<file path="src/common/asp_regs.vh">
`ifndef ASP_REGS_VH
`define ASP_REGS_VH
// Register addresses on the plain register port
`define ASP_ADDR_CTL   3'h0
`define ASP_ADDR_BUF   3'h1
`define ASP_ADDR_PWR   3'h2
`define ASP_ADDR_BAUD  3'h3
// Field positions of serial_control
`define ASP_CTL_B7     7
`define ASP_CTL_SM1    6
`define ASP_CTL_MPE    5
`define ASP_CTL_REN    4
`define ASP_CTL_TB8    3
`define ASP_CTL_RB8    2
`define ASP_CTL_TI     1
`define ASP_CTL_RI     0
// Field positions of power_control and of the timer select register
`define ASP_PWR_SPEED  7
`define ASP_PWR_EVS    6
`define ASP_BAUD_TXT   0
`define ASP_BAUD_RXT   1
// Reset values
`define ASP_CTL_RST    8'h00
`define ASP_BUF_RST    8'h00
`define ASP_PWR_RST    8'h00
`define ASP_BAUD_RST   8'h00
// Frame mode codes held in the two mode-select bits
`define ASP_MODE_SYNC  2'h0
`define ASP_MODE_TEN   2'h1
`define ASP_MODE_FIX   2'h2
`define ASP_MODE_VAR   2'h3
// Oversampling counter: last state, the three sample states, receive preload
`define ASP_OVS_LAST   4'hf
`define ASP_SMP_A      4'h6
`define ASP_SMP_B      4'h7
`define ASP_SMP_C      4'h8
`define ASP_RX_LOAD    9'h1ff
`define ASP_TX_MARK    8'h01
`endif

</file>
<file path="src/logic/asp_rx.v">
`timescale 1ns/1ps
`default_nettype none
`include "asp_regs.vh"
// Receive hunter, majority sampler and frame assembler
module asp_rx (
   input  wire       clk_in,     // System clock
   input  wire       rst_n_in,   // Async reset, active low
   input  wire       tick_in,    // 16x bit-rate enable
   input  wire       rxd_in,     // Synchronised serial line
   input  wire       enable_in,  // Receiver enable
   input  wire       eleven_in,  // 11-bit frame mode
   output reg        done_out,   // One-cycle frame-end pulse
   output reg  [7:0] byte_out,   // Received byte
   output reg        ninth_out,  // Ninth bit (stop bit in 10-bit mode)
   output reg        stop_out    // Received stop bit
);
   localparam ST_HUNT = 2'd0; // Looking for a falling edge
   localparam ST_RECV = 2'd1; // Sampling bits
   localparam ST_HOLD = 2'd2; // One bit time after an 11-bit frame
   reg [1:0] st_r;   // State
   reg [3:0] cnt_r;  // Divide-by-16 counter
   reg       prev_r; // Previous sample for edge detection
   reg       s0_r;   // First sample
   reg       s1_r;   // Second sample
   reg [9:0] shr_r;  // Input shift register
   wire      maj = (s0_r & s1_r) | (s0_r & rxd_in) | (s1_r & rxd_in);
   wire [9:0] shr_nxt = eleven_in ? {maj, shr_r[9:1]} : {1'b1, maj, shr_r[8:1]};
   wire       first_bit = (shr_r == {1'b1, `ASP_RX_LOAD});

   // Hunt, sample and shift on each 16x tick
   always @(posedge clk_in or negedge rst_n_in) begin
      if (!rst_n_in) begin
         st_r <= ST_HUNT; cnt_r <= 4'h0; prev_r <= 1'b1; s0_r <= 1'b1; s1_r <= 1'b1;
         shr_r <= 10'h3ff; done_out <= 1'b0; byte_out <= 8'h00;
         ninth_out <= 1'b0; stop_out <= 1'b1;
      end else begin
         done_out <= 1'b0;
         if (tick_in) begin
            prev_r <= rxd_in;
            case (st_r)
               ST_HUNT: begin
                  if (enable_in && prev_r && !rxd_in) begin
                     cnt_r <= 4'h0;
                     shr_r <= {1'b1, `ASP_RX_LOAD};
                     st_r  <= ST_RECV;
                  end
               end
               ST_RECV: begin
                  cnt_r <= cnt_r + 4'h1;
                  if (cnt_r == `ASP_SMP_A)
                     s0_r <= rxd_in;
                  if (cnt_r == `ASP_SMP_B)
                     s1_r <= rxd_in;
                  if (cnt_r == `ASP_SMP_C) begin
                     if (first_bit && maj) begin
                        st_r <= ST_HUNT;
                     end else begin
                        shr_r <= shr_nxt;
                        if (!shr_r[0]) begin
                           done_out  <= 1'b1;
                           byte_out  <= shr_nxt[7:0];
                           ninth_out <= shr_nxt[8];
                           stop_out  <= eleven_in ? shr_nxt[9] : shr_nxt[8];
                           st_r      <= eleven_in ? ST_HOLD : ST_HUNT;
                        end
                     end
                  end
               end
               ST_HOLD: begin
                  cnt_r <= cnt_r + 4'h1;
                  if (cnt_r == `ASP_SMP_C)
                     st_r <= ST_HUNT;
               end
               default: st_r <= ST_HUNT;
            endcase
         end
      end
   end
endmodule
`default_nettype wire

</file>
<file path="src/logic/asp_top.v">
// Operation
// - 10-bit frame: start, 8 data LSB first, stop
// - 10-bit mode stores stop bit as ninth bit
// - 10-bit rate from timer 1 or 2 overflow
// - Buffer write requests; start after counter rollover
// - Start bit, then data, shift one bit later
// - Marker shifting; done at tenth rollover
// - Falling edge resets counter, loads all ones
// - Majority of samples at states 7-9
// - Nonzero start bit restarts the hunt
// - 10-bit accept needs done clear, stop check
// - 10-bit receiver hunts again after final shift
// - 11-bit frame carries programmable ninth bit
// - Fixed osc/16 or osc/32, else timer select
// - 11-bit transmit done at eleventh rollover
// - 11-bit accept gated by ninth bit
// - 11-bit stop bit leaves buffer untouched
// - Missing stop bit always sets framing error
// - Control bit 7 view chosen by power bit 6
// - Framing error cleared only by software
// - Multiproc enable gates receive-done on addresses
//
// The plain strobed port and the register addresses were chosen for this implementation.
`timescale 1ns/1ps
`default_nettype none
`include "asp_regs.vh"
module asp_top (
   input  wire       clk_in,          // System clock, 200 MHz
   input  wire       rst_n_in,        // Async reset, active low
   input  wire [2:0] reg_addr_in,     // Register address
   input  wire [7:0] reg_wdata_in,    // Register write data
   input  wire       reg_wr_in,       // Write strobe
   input  wire       reg_rd_in,       // Read strobe
   output reg  [7:0] reg_rdata_out,   // Read data, one cycle later
   input  wire       timer1_ovf_in,   // Timer 1 overflow pulse
   input  wire       timer2_ovf_in,   // Timer 2 overflow pulse
   input  wire       rxd_in,          // Serial receive pin
   output wire       txd_out,         // Serial transmit pin
   output wire       tx_done_flag_out, // Transmit-done flag level
   output wire       rx_done_flag_out  // Receive-done flag level
);

   // ------------------------------------------------------------
   // Software-visible state
   // ------------------------------------------------------------
   reg       mode_select_high_r; // Mode bit 1, shares control bit 7
   reg       mode_select_low_r;  // Mode bit 0
   reg       multiproc_enable_r; // Address-frame filter enable
   reg       rx_enable_r;        // Receiver enable
   reg       tx_ninth_bit_r;     // Ninth bit to send
   reg       rx_ninth_bit_r;     // Ninth bit received
   reg       tx_done_flag_r;     // Sticky transmit done
   reg       rx_done_flag_r;     // Sticky receive done
   reg       framing_error_flag_r; // Sticky framing error
   reg [7:0] serial_buffer_r;    // Receive side of the buffer
   reg       speed_double_r;     // Rate doubler
   reg       error_view_select_r; // Control bit 7 view
   reg       tx_timer_select_r;  // Transmit uses timer 2
   reg       rx_timer_select_r;  // Receive uses timer 2

   // Next values of the flags
   reg       tx_done_flag_nxt;   // Next transmit done
   reg       rx_done_flag_nxt;   // Next receive done
   reg       framing_error_flag_nxt; // Next framing error

   // ------------------------------------------------------------
   // Pin synchroniser and rate enables
   // ------------------------------------------------------------
   reg       rxd_meta_r;         // First synchroniser stage
   reg       rxd_sync_r;         // Second synchroniser stage
   reg       osc_half_r;         // Oscillator divide-by-two
   reg       t1_half_r;          // Timer 1 overflow divide-by-two

   // ------------------------------------------------------------
   // Decoded access strobes
   // ------------------------------------------------------------
   wire wr_ctl = reg_wr_in && (reg_addr_in == `ASP_ADDR_CTL);  // Control write
   wire wr_buf = reg_wr_in && (reg_addr_in == `ASP_ADDR_BUF);  // Buffer write
   wire wr_pwr = reg_wr_in && (reg_addr_in == `ASP_ADDR_PWR);  // Power write
   wire wr_bsl = reg_wr_in && (reg_addr_in == `ASP_ADDR_BAUD); // Timer sel write

   // Frame mode and its derived qualifiers
   wire [1:0] mode     = {mode_select_high_r, mode_select_low_r};
   wire       eleven   = mode[1];                     // 11-bit frames
   wire       async_md = (mode != `ASP_MODE_SYNC);    // Asynchronous modes

   // ------------------------------------------------------------
   // Rate enables for the 16x oversampling counters
   // ------------------------------------------------------------
   // Fixed mode: every cycle when doubled, else every other cycle
   wire fix_tick = speed_double_r | osc_half_r;
   // Timer 1 overflow halved unless the doubler is set
   wire t1_tick  = timer1_ovf_in & (speed_double_r | t1_half_r);
   // Timer 2 overflow runs straight at 16x
   wire t2_tick  = timer2_ovf_in;
   // Per-direction timer choice for the variable-rate modes
   wire tx_var   = tx_timer_select_r ? t2_tick : t1_tick;
   wire rx_var   = rx_timer_select_r ? t2_tick : t1_tick;
   // Final tick per direction; the synchronous mode gets none here
   wire tx_tick  = !async_md ? 1'b0 :
                   (mode == `ASP_MODE_FIX) ? fix_tick : tx_var;
   wire rx_tick  = !async_md ? 1'b0 :
                   (mode == `ASP_MODE_FIX) ? fix_tick : rx_var;

   // ------------------------------------------------------------
   // Receiver outputs and the transmit end pulse
   // ------------------------------------------------------------
   wire       rx_done;   // Frame end pulse
   wire [7:0] rx_byte;   // Received byte
   wire       rx_ninth;  // Received ninth bit
   wire       rx_stop;   // Received stop bit
   wire       tx_done;   // Transmit end pulse

   // Accept test applied at the final shift
   wire rx_accept = rx_done && !rx_done_flag_r &&
                    (!multiproc_enable_r || rx_ninth);
   // Missing stop bit, in every asynchronous mode
   wire rx_frame_err = rx_done && !rx_stop;

   // ------------------------------------------------------------
   // Two-flop synchroniser on the receive pin
   // ------------------------------------------------------------
   always @(posedge clk_in or negedge rst_n_in) begin
      if (!rst_n_in) begin
         rxd_meta_r <= 1'b1;
         rxd_sync_r <= 1'b1;
      end else begin
         rxd_meta_r <= rxd_in;
         rxd_sync_r <= rxd_meta_r;
      end
   end

   // ------------------------------------------------------------
   // Rate dividers
   // ------------------------------------------------------------
   always @(posedge clk_in or negedge rst_n_in) begin
      if (!rst_n_in) begin
         osc_half_r <= 1'b0;
         t1_half_r  <= 1'b0;
      end else begin
         // Free-running halver for the fixed rate
         osc_half_r <= ~osc_half_r;
         // Halver advanced by each timer 1 overflow
         if (timer1_ovf_in)
            t1_half_r <= ~t1_half_r;
      end
   end

   // ------------------------------------------------------------
   // Flag next-state: hardware set beats a software clear
   // ------------------------------------------------------------
   always @* begin
      // Transmit done
      tx_done_flag_nxt = tx_done_flag_r;
      if (wr_ctl)
         tx_done_flag_nxt = reg_wdata_in[`ASP_CTL_TI];
      if (tx_done)
         tx_done_flag_nxt = 1'b1;
      // Receive done
      rx_done_flag_nxt = rx_done_flag_r;
      if (wr_ctl)
         rx_done_flag_nxt = reg_wdata_in[`ASP_CTL_RI];
      if (rx_accept)
         rx_done_flag_nxt = 1'b1;
      // Framing error, writable only through its own view
      framing_error_flag_nxt = framing_error_flag_r;
      if (wr_ctl && error_view_select_r)
         framing_error_flag_nxt = reg_wdata_in[`ASP_CTL_B7];
      if (rx_frame_err)
         framing_error_flag_nxt = 1'b1;
   end

   // ------------------------------------------------------------
   // Control register, flags and received data
   // ------------------------------------------------------------
   always @(posedge clk_in or negedge rst_n_in) begin
      if (!rst_n_in) begin
         mode_select_high_r   <= 1'b0;
         mode_select_low_r    <= 1'b0;
         multiproc_enable_r   <= 1'b0;
         rx_enable_r          <= 1'b0;
         tx_ninth_bit_r       <= 1'b0;
         rx_ninth_bit_r       <= 1'b0;
         tx_done_flag_r       <= 1'b0;
         rx_done_flag_r       <= 1'b0;
         framing_error_flag_r <= 1'b0;
         serial_buffer_r      <= `ASP_BUF_RST;
      end else begin
         // Software writes of the plain control bits
         if (wr_ctl) begin
            // Bit 7 lands on the mode bit only in its mode view
            if (!error_view_select_r)
               mode_select_high_r <= reg_wdata_in[`ASP_CTL_B7];
            mode_select_low_r  <= reg_wdata_in[`ASP_CTL_SM1];
            multiproc_enable_r <= reg_wdata_in[`ASP_CTL_MPE];
            rx_enable_r        <= reg_wdata_in[`ASP_CTL_REN];
            tx_ninth_bit_r     <= reg_wdata_in[`ASP_CTL_TB8];
            rx_ninth_bit_r     <= reg_wdata_in[`ASP_CTL_RB8];
         end
         // Accepted frame overrides a software write of the ninth bit
         if (rx_accept) begin
            serial_buffer_r <= rx_byte;
            rx_ninth_bit_r  <= rx_ninth;
         end
         // Sticky flags
         tx_done_flag_r       <= tx_done_flag_nxt;
         rx_done_flag_r       <= rx_done_flag_nxt;
         framing_error_flag_r <= framing_error_flag_nxt;
      end
   end

   // ------------------------------------------------------------
   // Power and timer-select registers
   // ------------------------------------------------------------
   always @(posedge clk_in or negedge rst_n_in) begin
      if (!rst_n_in) begin
         speed_double_r      <= 1'b0;
         error_view_select_r <= 1'b0;
         tx_timer_select_r   <= 1'b0;
         rx_timer_select_r   <= 1'b0;
      end else begin
         // Rate doubler and bit 7 view select
         if (wr_pwr) begin
            speed_double_r      <= reg_wdata_in[`ASP_PWR_SPEED];
            error_view_select_r <= reg_wdata_in[`ASP_PWR_EVS];
         end
         // Timer choice for each direction
         if (wr_bsl) begin
            tx_timer_select_r <= reg_wdata_in[`ASP_BAUD_TXT];
            rx_timer_select_r <= reg_wdata_in[`ASP_BAUD_RXT];
         end
      end
   end

   // ------------------------------------------------------------
   // Read port: data stand in the cycle after the strobe only
   // ------------------------------------------------------------
   always @(posedge clk_in or negedge rst_n_in) begin
      if (!rst_n_in) begin
         reg_rdata_out <= 8'h00;
      end else if (reg_rd_in) begin
         case (reg_addr_in)
            // Control with bit 7 in the selected view
            `ASP_ADDR_CTL: begin
               reg_rdata_out <= {(error_view_select_r ? framing_error_flag_r
                                  : mode_select_high_r),
                                 mode_select_low_r, multiproc_enable_r,
                                 rx_enable_r, tx_ninth_bit_r, rx_ninth_bit_r,
                                 tx_done_flag_r, rx_done_flag_r};
            end
            // Received byte
            `ASP_ADDR_BUF: begin
               reg_rdata_out <= serial_buffer_r;
            end
            // Power bits, rest zero
            `ASP_ADDR_PWR: begin
               reg_rdata_out <= {speed_double_r, error_view_select_r, 6'h00};
            end
            // Timer selects, rest zero
            `ASP_ADDR_BAUD: begin
               reg_rdata_out <= {6'h00, rx_timer_select_r, tx_timer_select_r};
            end
            // Unmapped addresses read zero
            default: begin
               reg_rdata_out <= 8'h00;
            end
         endcase
      end else begin
         reg_rdata_out <= 8'h00;
      end
   end

   // ------------------------------------------------------------
   // Flag levels for the interrupt controller outside
   // ------------------------------------------------------------
   assign tx_done_flag_out = tx_done_flag_r;
   assign rx_done_flag_out = rx_done_flag_r;

   // ------------------------------------------------------------
   // Transmitter
   // ------------------------------------------------------------
   asp_tx u_tx (
      .clk_in    (clk_in),
      .rst_n_in  (rst_n_in),
      .tick_in   (tx_tick),
      .load_in   (wr_buf),
      .data_in   (reg_wdata_in),
      .ninth_in  (tx_ninth_bit_r),
      .eleven_in (eleven),
      .txd_out   (txd_out),
      .done_out  (tx_done),
      .busy_out  ()
   );

   // ------------------------------------------------------------
   // Receiver, hunting only in the asynchronous modes
   // ------------------------------------------------------------
   asp_rx u_rx (
      .clk_in    (clk_in),
      .rst_n_in  (rst_n_in),
      .tick_in   (rx_tick),
      .rxd_in    (rxd_sync_r),
      .enable_in (rx_enable_r),
      .eleven_in (eleven),
      .done_out  (rx_done),
      .byte_out  (rx_byte),
      .ninth_out (rx_ninth),
      .stop_out  (rx_stop)
   );

endmodule
`default_nettype wire

</file>
<file path="src/logic/asp_tx.v">
`timescale 1ns/1ps
`default_nettype none
`include "asp_regs.vh"
// Transmit sequencer paced by its own divide-by-16 counter
module asp_tx (
   input  wire       clk_in,     // System clock
   input  wire       rst_n_in,   // Async reset, active low
   input  wire       tick_in,    // 16x bit-rate enable
   input  wire       load_in,    // Buffer write pulse
   input  wire [7:0] data_in,    // Byte to send
   input  wire       ninth_in,   // Ninth bit for 11-bit frames
   input  wire       eleven_in,  // 11-bit frame mode
   output reg        txd_out,    // Serial line out
   output reg        done_out,   // One-cycle end-of-frame pulse
   output wire       busy_out    // Request pending or sending
);
   reg [3:0] ovs_r;    // Divide-by-16 counter
   reg       pend_r;   // Transmission requested
   reg       send_r;   // Send phase
   reg       data_r;   // Data phase
   reg       first_r;  // Next shift is the first
   reg [8:0] shr_r;    // Transmit shift register
   wire      roll = tick_in && (ovs_r == `ASP_OVS_LAST);

   assign busy_out = pend_r | send_r;

   // Request, send, data and shift sequencing on counter rollovers
   always @(posedge clk_in or negedge rst_n_in) begin
      if (!rst_n_in) begin
         ovs_r <= 4'h0; pend_r <= 1'b0; send_r <= 1'b0; data_r <= 1'b0;
         first_r <= 1'b0; shr_r <= 9'h000; txd_out <= 1'b1; done_out <= 1'b0;
      end else begin
         done_out <= 1'b0;
         if (tick_in)
            ovs_r <= ovs_r + 4'h1;
         if (load_in && !send_r) begin
            pend_r <= 1'b1;
            shr_r  <= {(eleven_in ? ninth_in : 1'b1), data_in};
         end
         if (roll) begin
            if (pend_r && !send_r) begin
               send_r  <= 1'b1;
               pend_r  <= 1'b0;
               first_r <= 1'b1;
               txd_out <= 1'b0;
            end else if (send_r && !data_r) begin
               data_r  <= 1'b1;
               txd_out <= shr_r[0];
            end else if (send_r) begin
               first_r <= 1'b0;
               shr_r   <= {first_r & eleven_in, shr_r[8:1]};
               txd_out <= shr_r[1];
               if (!first_r && shr_r[8:1] == `ASP_TX_MARK) begin
                  send_r   <= 1'b0;
                  data_r   <= 1'b0;
                  done_out <= 1'b1;
                  txd_out  <= 1'b1;
               end
            end
         end
      end
   end
endmodule
`default_nettype wire

</file>
<file path="config.mk">
export PLATFORM = sky130hd
export DESIGN_NAME = asp_top
export DESIGN_NICKNAME = d
export VERILOG_FILES = /design/src/logic/asp_rx.v /design/src/logic/asp_top.v /design/src/logic/asp_tx.v
export VERILOG_INCLUDE_DIRS = /design/src /design/src/common
export SDC_FILE = /design/constraint.sdc
export NUM_CORES = 1
export LEC_CHECK = 0
export BUFFER_PORTS_ARGS = -buffer_cell sky130_fd_sc_hd__buf_2
export CAP_MARGIN = 20
export CORE_ASPECT_RATIO = 0.75
export CORE_UTILIZATION = 50
export CTS_BUF_LIST = sky130_fd_sc_hd__clkbuf_2
export DETAILED_ROUTE_END_ITERATION = 6
export PLACE_DENSITY_LB_ADDON = 0.1
export SLEW_MARGIN = 10
export SYNTH_ARGS = -nofsm -noshare
export SYNTH_HDL_FRONTEND = slang
export SYNTH_SLANG_ARGS = --single-unit
export TNS_END_PERCENT = 30
</file>
<file path="constraint.sdc">
create_clock -name clk_in -period 2.8 [get_ports clk_in]
set_clock_uncertainty 0.15 [all_clocks]
set_input_delay 0.14 -clock clk_in [delete_from_list [all_inputs] [get_ports clk_in]]
set_output_delay 0.14 -clock clk_in [all_outputs]
set_load 0.02 [all_outputs]
</file>
==> summary.txt <==
CTS
  • Clk pin slew, worst setup/hold paths: 0.23 ns
  • Clock tree buffer depth: 2
  • CTS Sinks: 82
  • CTS tree: built
  • H-tree depth: 3
  • CTS buffer count: 9
  • Post-CTS setup buffer count: 0
  • Worst skew pair latency: 0.52 ns
  • Clk root buf: clkbuf_2

Routing
  • Wirelength per Cell: 16.0 um
  • Via count: 2458
  • Post-Route WL: 7330 um
  • Antenna Nets Post-Route: 0
  • Drt drc: 0
  • Initial detailed-routing violation count: 177
  • Vias per cell: 5.38
  • DR pass1 iterations: 4

Critical path
  • Worst Path Class, Setup: flop to flop
  • CP max stage delay: 0.83 ns
  • Worst Path Max Fanout: 18
  • Worst setup EP type: flop
  • Crit-path slowest cell: or4_1
  • CP Cell Sequence: o21ai_0, nor2b_1, or4_1, o211ai_1, o21ai_0
  • CP arrival: 2.61 ns
  • Startpoint types: flop
  • FF-to-FF path depth: 5
  • Critical Path RT: 3.07 ns
  • Top cell by count, worst path: o21ai_0

Hold path
  • Hold WC Path Type: input pin to flop
  • Hold-critical path depth: 6

Run status
  • Status: complete, no violations

Global routing
  • First-pass GRT wire length: 12400 um
  • Total gr overflow: 0
  • Largest net degree at the start of global routing: 83
  • Vias in the first global route: 2454
  • Antenna violations before repair: 0
  • Total Routing Usage GR: 21.5%

Synthesis
  • Largest area contributor in the netlist: dfrtp_1
  • Yosys top cell area share: 44.5%
  • Avg Cell Area, Syn: 12.1 um2
  • Synth async-reset ratio: 100%
  • Synth cell count leaders: dfrtp_1 (65), mux2_2 (31), nor2_1 (25)
  • Prevailing post-synth register cell: dfrtp_1
  • Yosys warns: 0
  • Mapped Cells: 302
  • Area contributors post-synth: dfrtp_1 (44%), dfstp_2 (12%), mux2_2 (9.5%), mux2i_1 (4.9%), o22a_1 (2.6%)
  • Most numerous cell in the Yosys netlist: dfrtp_1
  • Post-synthesis cell area: 3660 um2
  • Post-synthesis register bit count: 82
  • Syn Nets: 327
  • Cell variety after synth: 46
  • Post-synth EDFFs: 0
  • Sequential fraction of the synthesis area: 56.7%

Die
  • Die area: 7660 um2
  • Core Region: 6930 um2
  • # IOs: 29
  • Initial Util: 52.8%
  • Num rows: 26
  • Die W: 101 um
  • Die Span Y: 76.1 um

Timing
  • Post-route setup TNS: 0 ns
  • Final-report hold violation count: 0
  • Achievable frequency: 427 MHz
  • Final setup violating endpoints: 0
  • Worst-Margin Slew: 0.582 ns
  • Slew Limit Fails: 0
  • RSZ-0062 raised after global routing: no
  • Slew HR: 61.2%
  • Tcrit/Tclk final: 83.5%
  • Min cycle time layout: 2.34 ns

Layout
  • Final net count: 379
  • Diodes inserted: 0
  • Share of cells above drive strength 1: 27.9%
  • Area Overhead vs Synth: 16.5%

Power
  • Max VDD drop: 0.470 mV
  • Final Power: 0.00337 W
  • PD cells: 791 nW/um2
  • Leakage power: 1.97 nW

Place
  • RePlAce Congestion: 0.783
  • Detail Placement HPWL: 5080 um
  • Port Buf Inserts: 28

Flow run
  • Max-cap violations: 0
[power by group]
group	switching (W)	internal [W]	total (W)
logic	0.000411	0.000447	0.000857
registers	0.000291	0.00152	0.00181
clock network	0.000411	0.000294	0.000706
[area by class of cell]
| class | instances | area [um2] |
|---|---|---|
| fill | 549 | 2670 |
| clock buffer | 9 | 45.0 |
| tap | 98 | 123 |
| multi-input combinational | 201 | 1510 |
| timing repair buffer | 51 | 380 |
| clock inverter | 7 | 92.6 |
| inverter | 9 | 33.8 |
| sequential | 82 | 2070 |
[critical path: cells and delay by family (launching register included)]
kind / cells / cell delay [ns]
AND/OR/NAND/NOR: 2 / 1.02
AO/OA/AOI/OAI: 3 / 0.47
flip-flops: 1 / 0.59
[state kept, by name (all words and copies together) (netlist names), 2 cells and up]
register	cells
u_rx.st_r	2
u_tx.ovs_r	4
serial_buffer_r	8
u_rx.shr_r	10
u_tx.shr_r	9
reg_rdata_out	8
u_rx.byte_out	8
u_rx.cnt_r	4
[repair_timing]
action                                  in CTS  in global routing
endpoints found under the setup margin       0                  0
endpoints found under the hold margin       96                 14
hold buffers                                17                  1
gates resized for setup                      0                  0
[metrics by stage]
stage,hold slack (ns),worst slack (ns),area (um2),std cells,util [%]
4_1_cts,0.0209,0.483,4220,455,60.9
3_3_place_gp,0.0957,0.552,3920,422,56.5
6_report,0.0474,0.461,4260,457,61.5
5_1_grt,0.0101,0.310,4260,457,61.5
3_5_place_dp,0.0975,0.522,3920,422,56.5
2_1_floorplan,-0.306,0.596,3660,302,-
[cells by family after synthesis]
kind of cell    after synthesis  synth area share (%)
mux                          50                  14.9
buf+inv                      19                  2.12
fa+ha+maj                     7                  2.39
compound gates               53                  10.4
xor+xnor                      4                 0.958
flops                        82                  56.7
simple gates                 87                  12.6
[placed cells by master (no fill, tap or decap), types with 4 or more instances in the layout]
| master | synthesis | final |
|---|---|---|
| dfrtp_1 | 65 | 65 |
| mux2_2 | 31 | 31 |
| buf_2 | 5 | 27 |
| nor2_1 | 25 | 25 |
| mux2i_1 | 18 | 18 |
| dlygate4sd3_1 | 0 | 18 |
| nand2_1 | 17 | 17 |
| dfstp_2 | 17 | 17 |
| a21oi_1 | 14 | 14 |
| o22a_1 | 11 | 11 |
| inv_1 | 9 | 9 |
| clkbuf_2 | 0 | 9 |
| nand2b_1 | 8 | 8 |
| o21ai_0 | 7 | 7 |
| ha_1 | 7 | 7 |
| nor2b_1 | 5 | 5 |
| and3_1 | 5 | 5 |
| buf_4 | 0 | 5 |
| a211o_1 | 4 | 4 |
[layer usage]
layer | global-route usage, % | share of wire (%)
met5 | 0 | 0
met1 | 33.2 | 54
met3 | 6.24 | 4.8
met4 | 5.94 | 1.2
met2 | 29.2 | 40
[path summary, 6_finish.rpt]
path	startpoint	slack (ns)	endpoint
worst max-delay path	eleven$_DFFE_PN0P_	0.46	u_tx.shr_r[8]$_DFF_PN0_
worst min-delay path	timer2_ovf_in	0.05	u_tx.data_r$_DFFE_PN0P_
worst max register to register	eleven$_DFFE_PN0P_	0.46	u_tx.shr_r[8]$_DFF_PN0_
worst min register to register	rxd_meta_r$_DFF_PN1_	0.22	rxd_sync_r$_DFF_PN1_
max in group asynchronous	rst_n_in	1.51	u_rx.shr_r[2]$_DFFE_PN1P_
min in group asynchronous	rst_n_in	0.36	u_tx.done_out$_DFF_PN0_
Note: power is estimated with default switching activity, not from simulation.
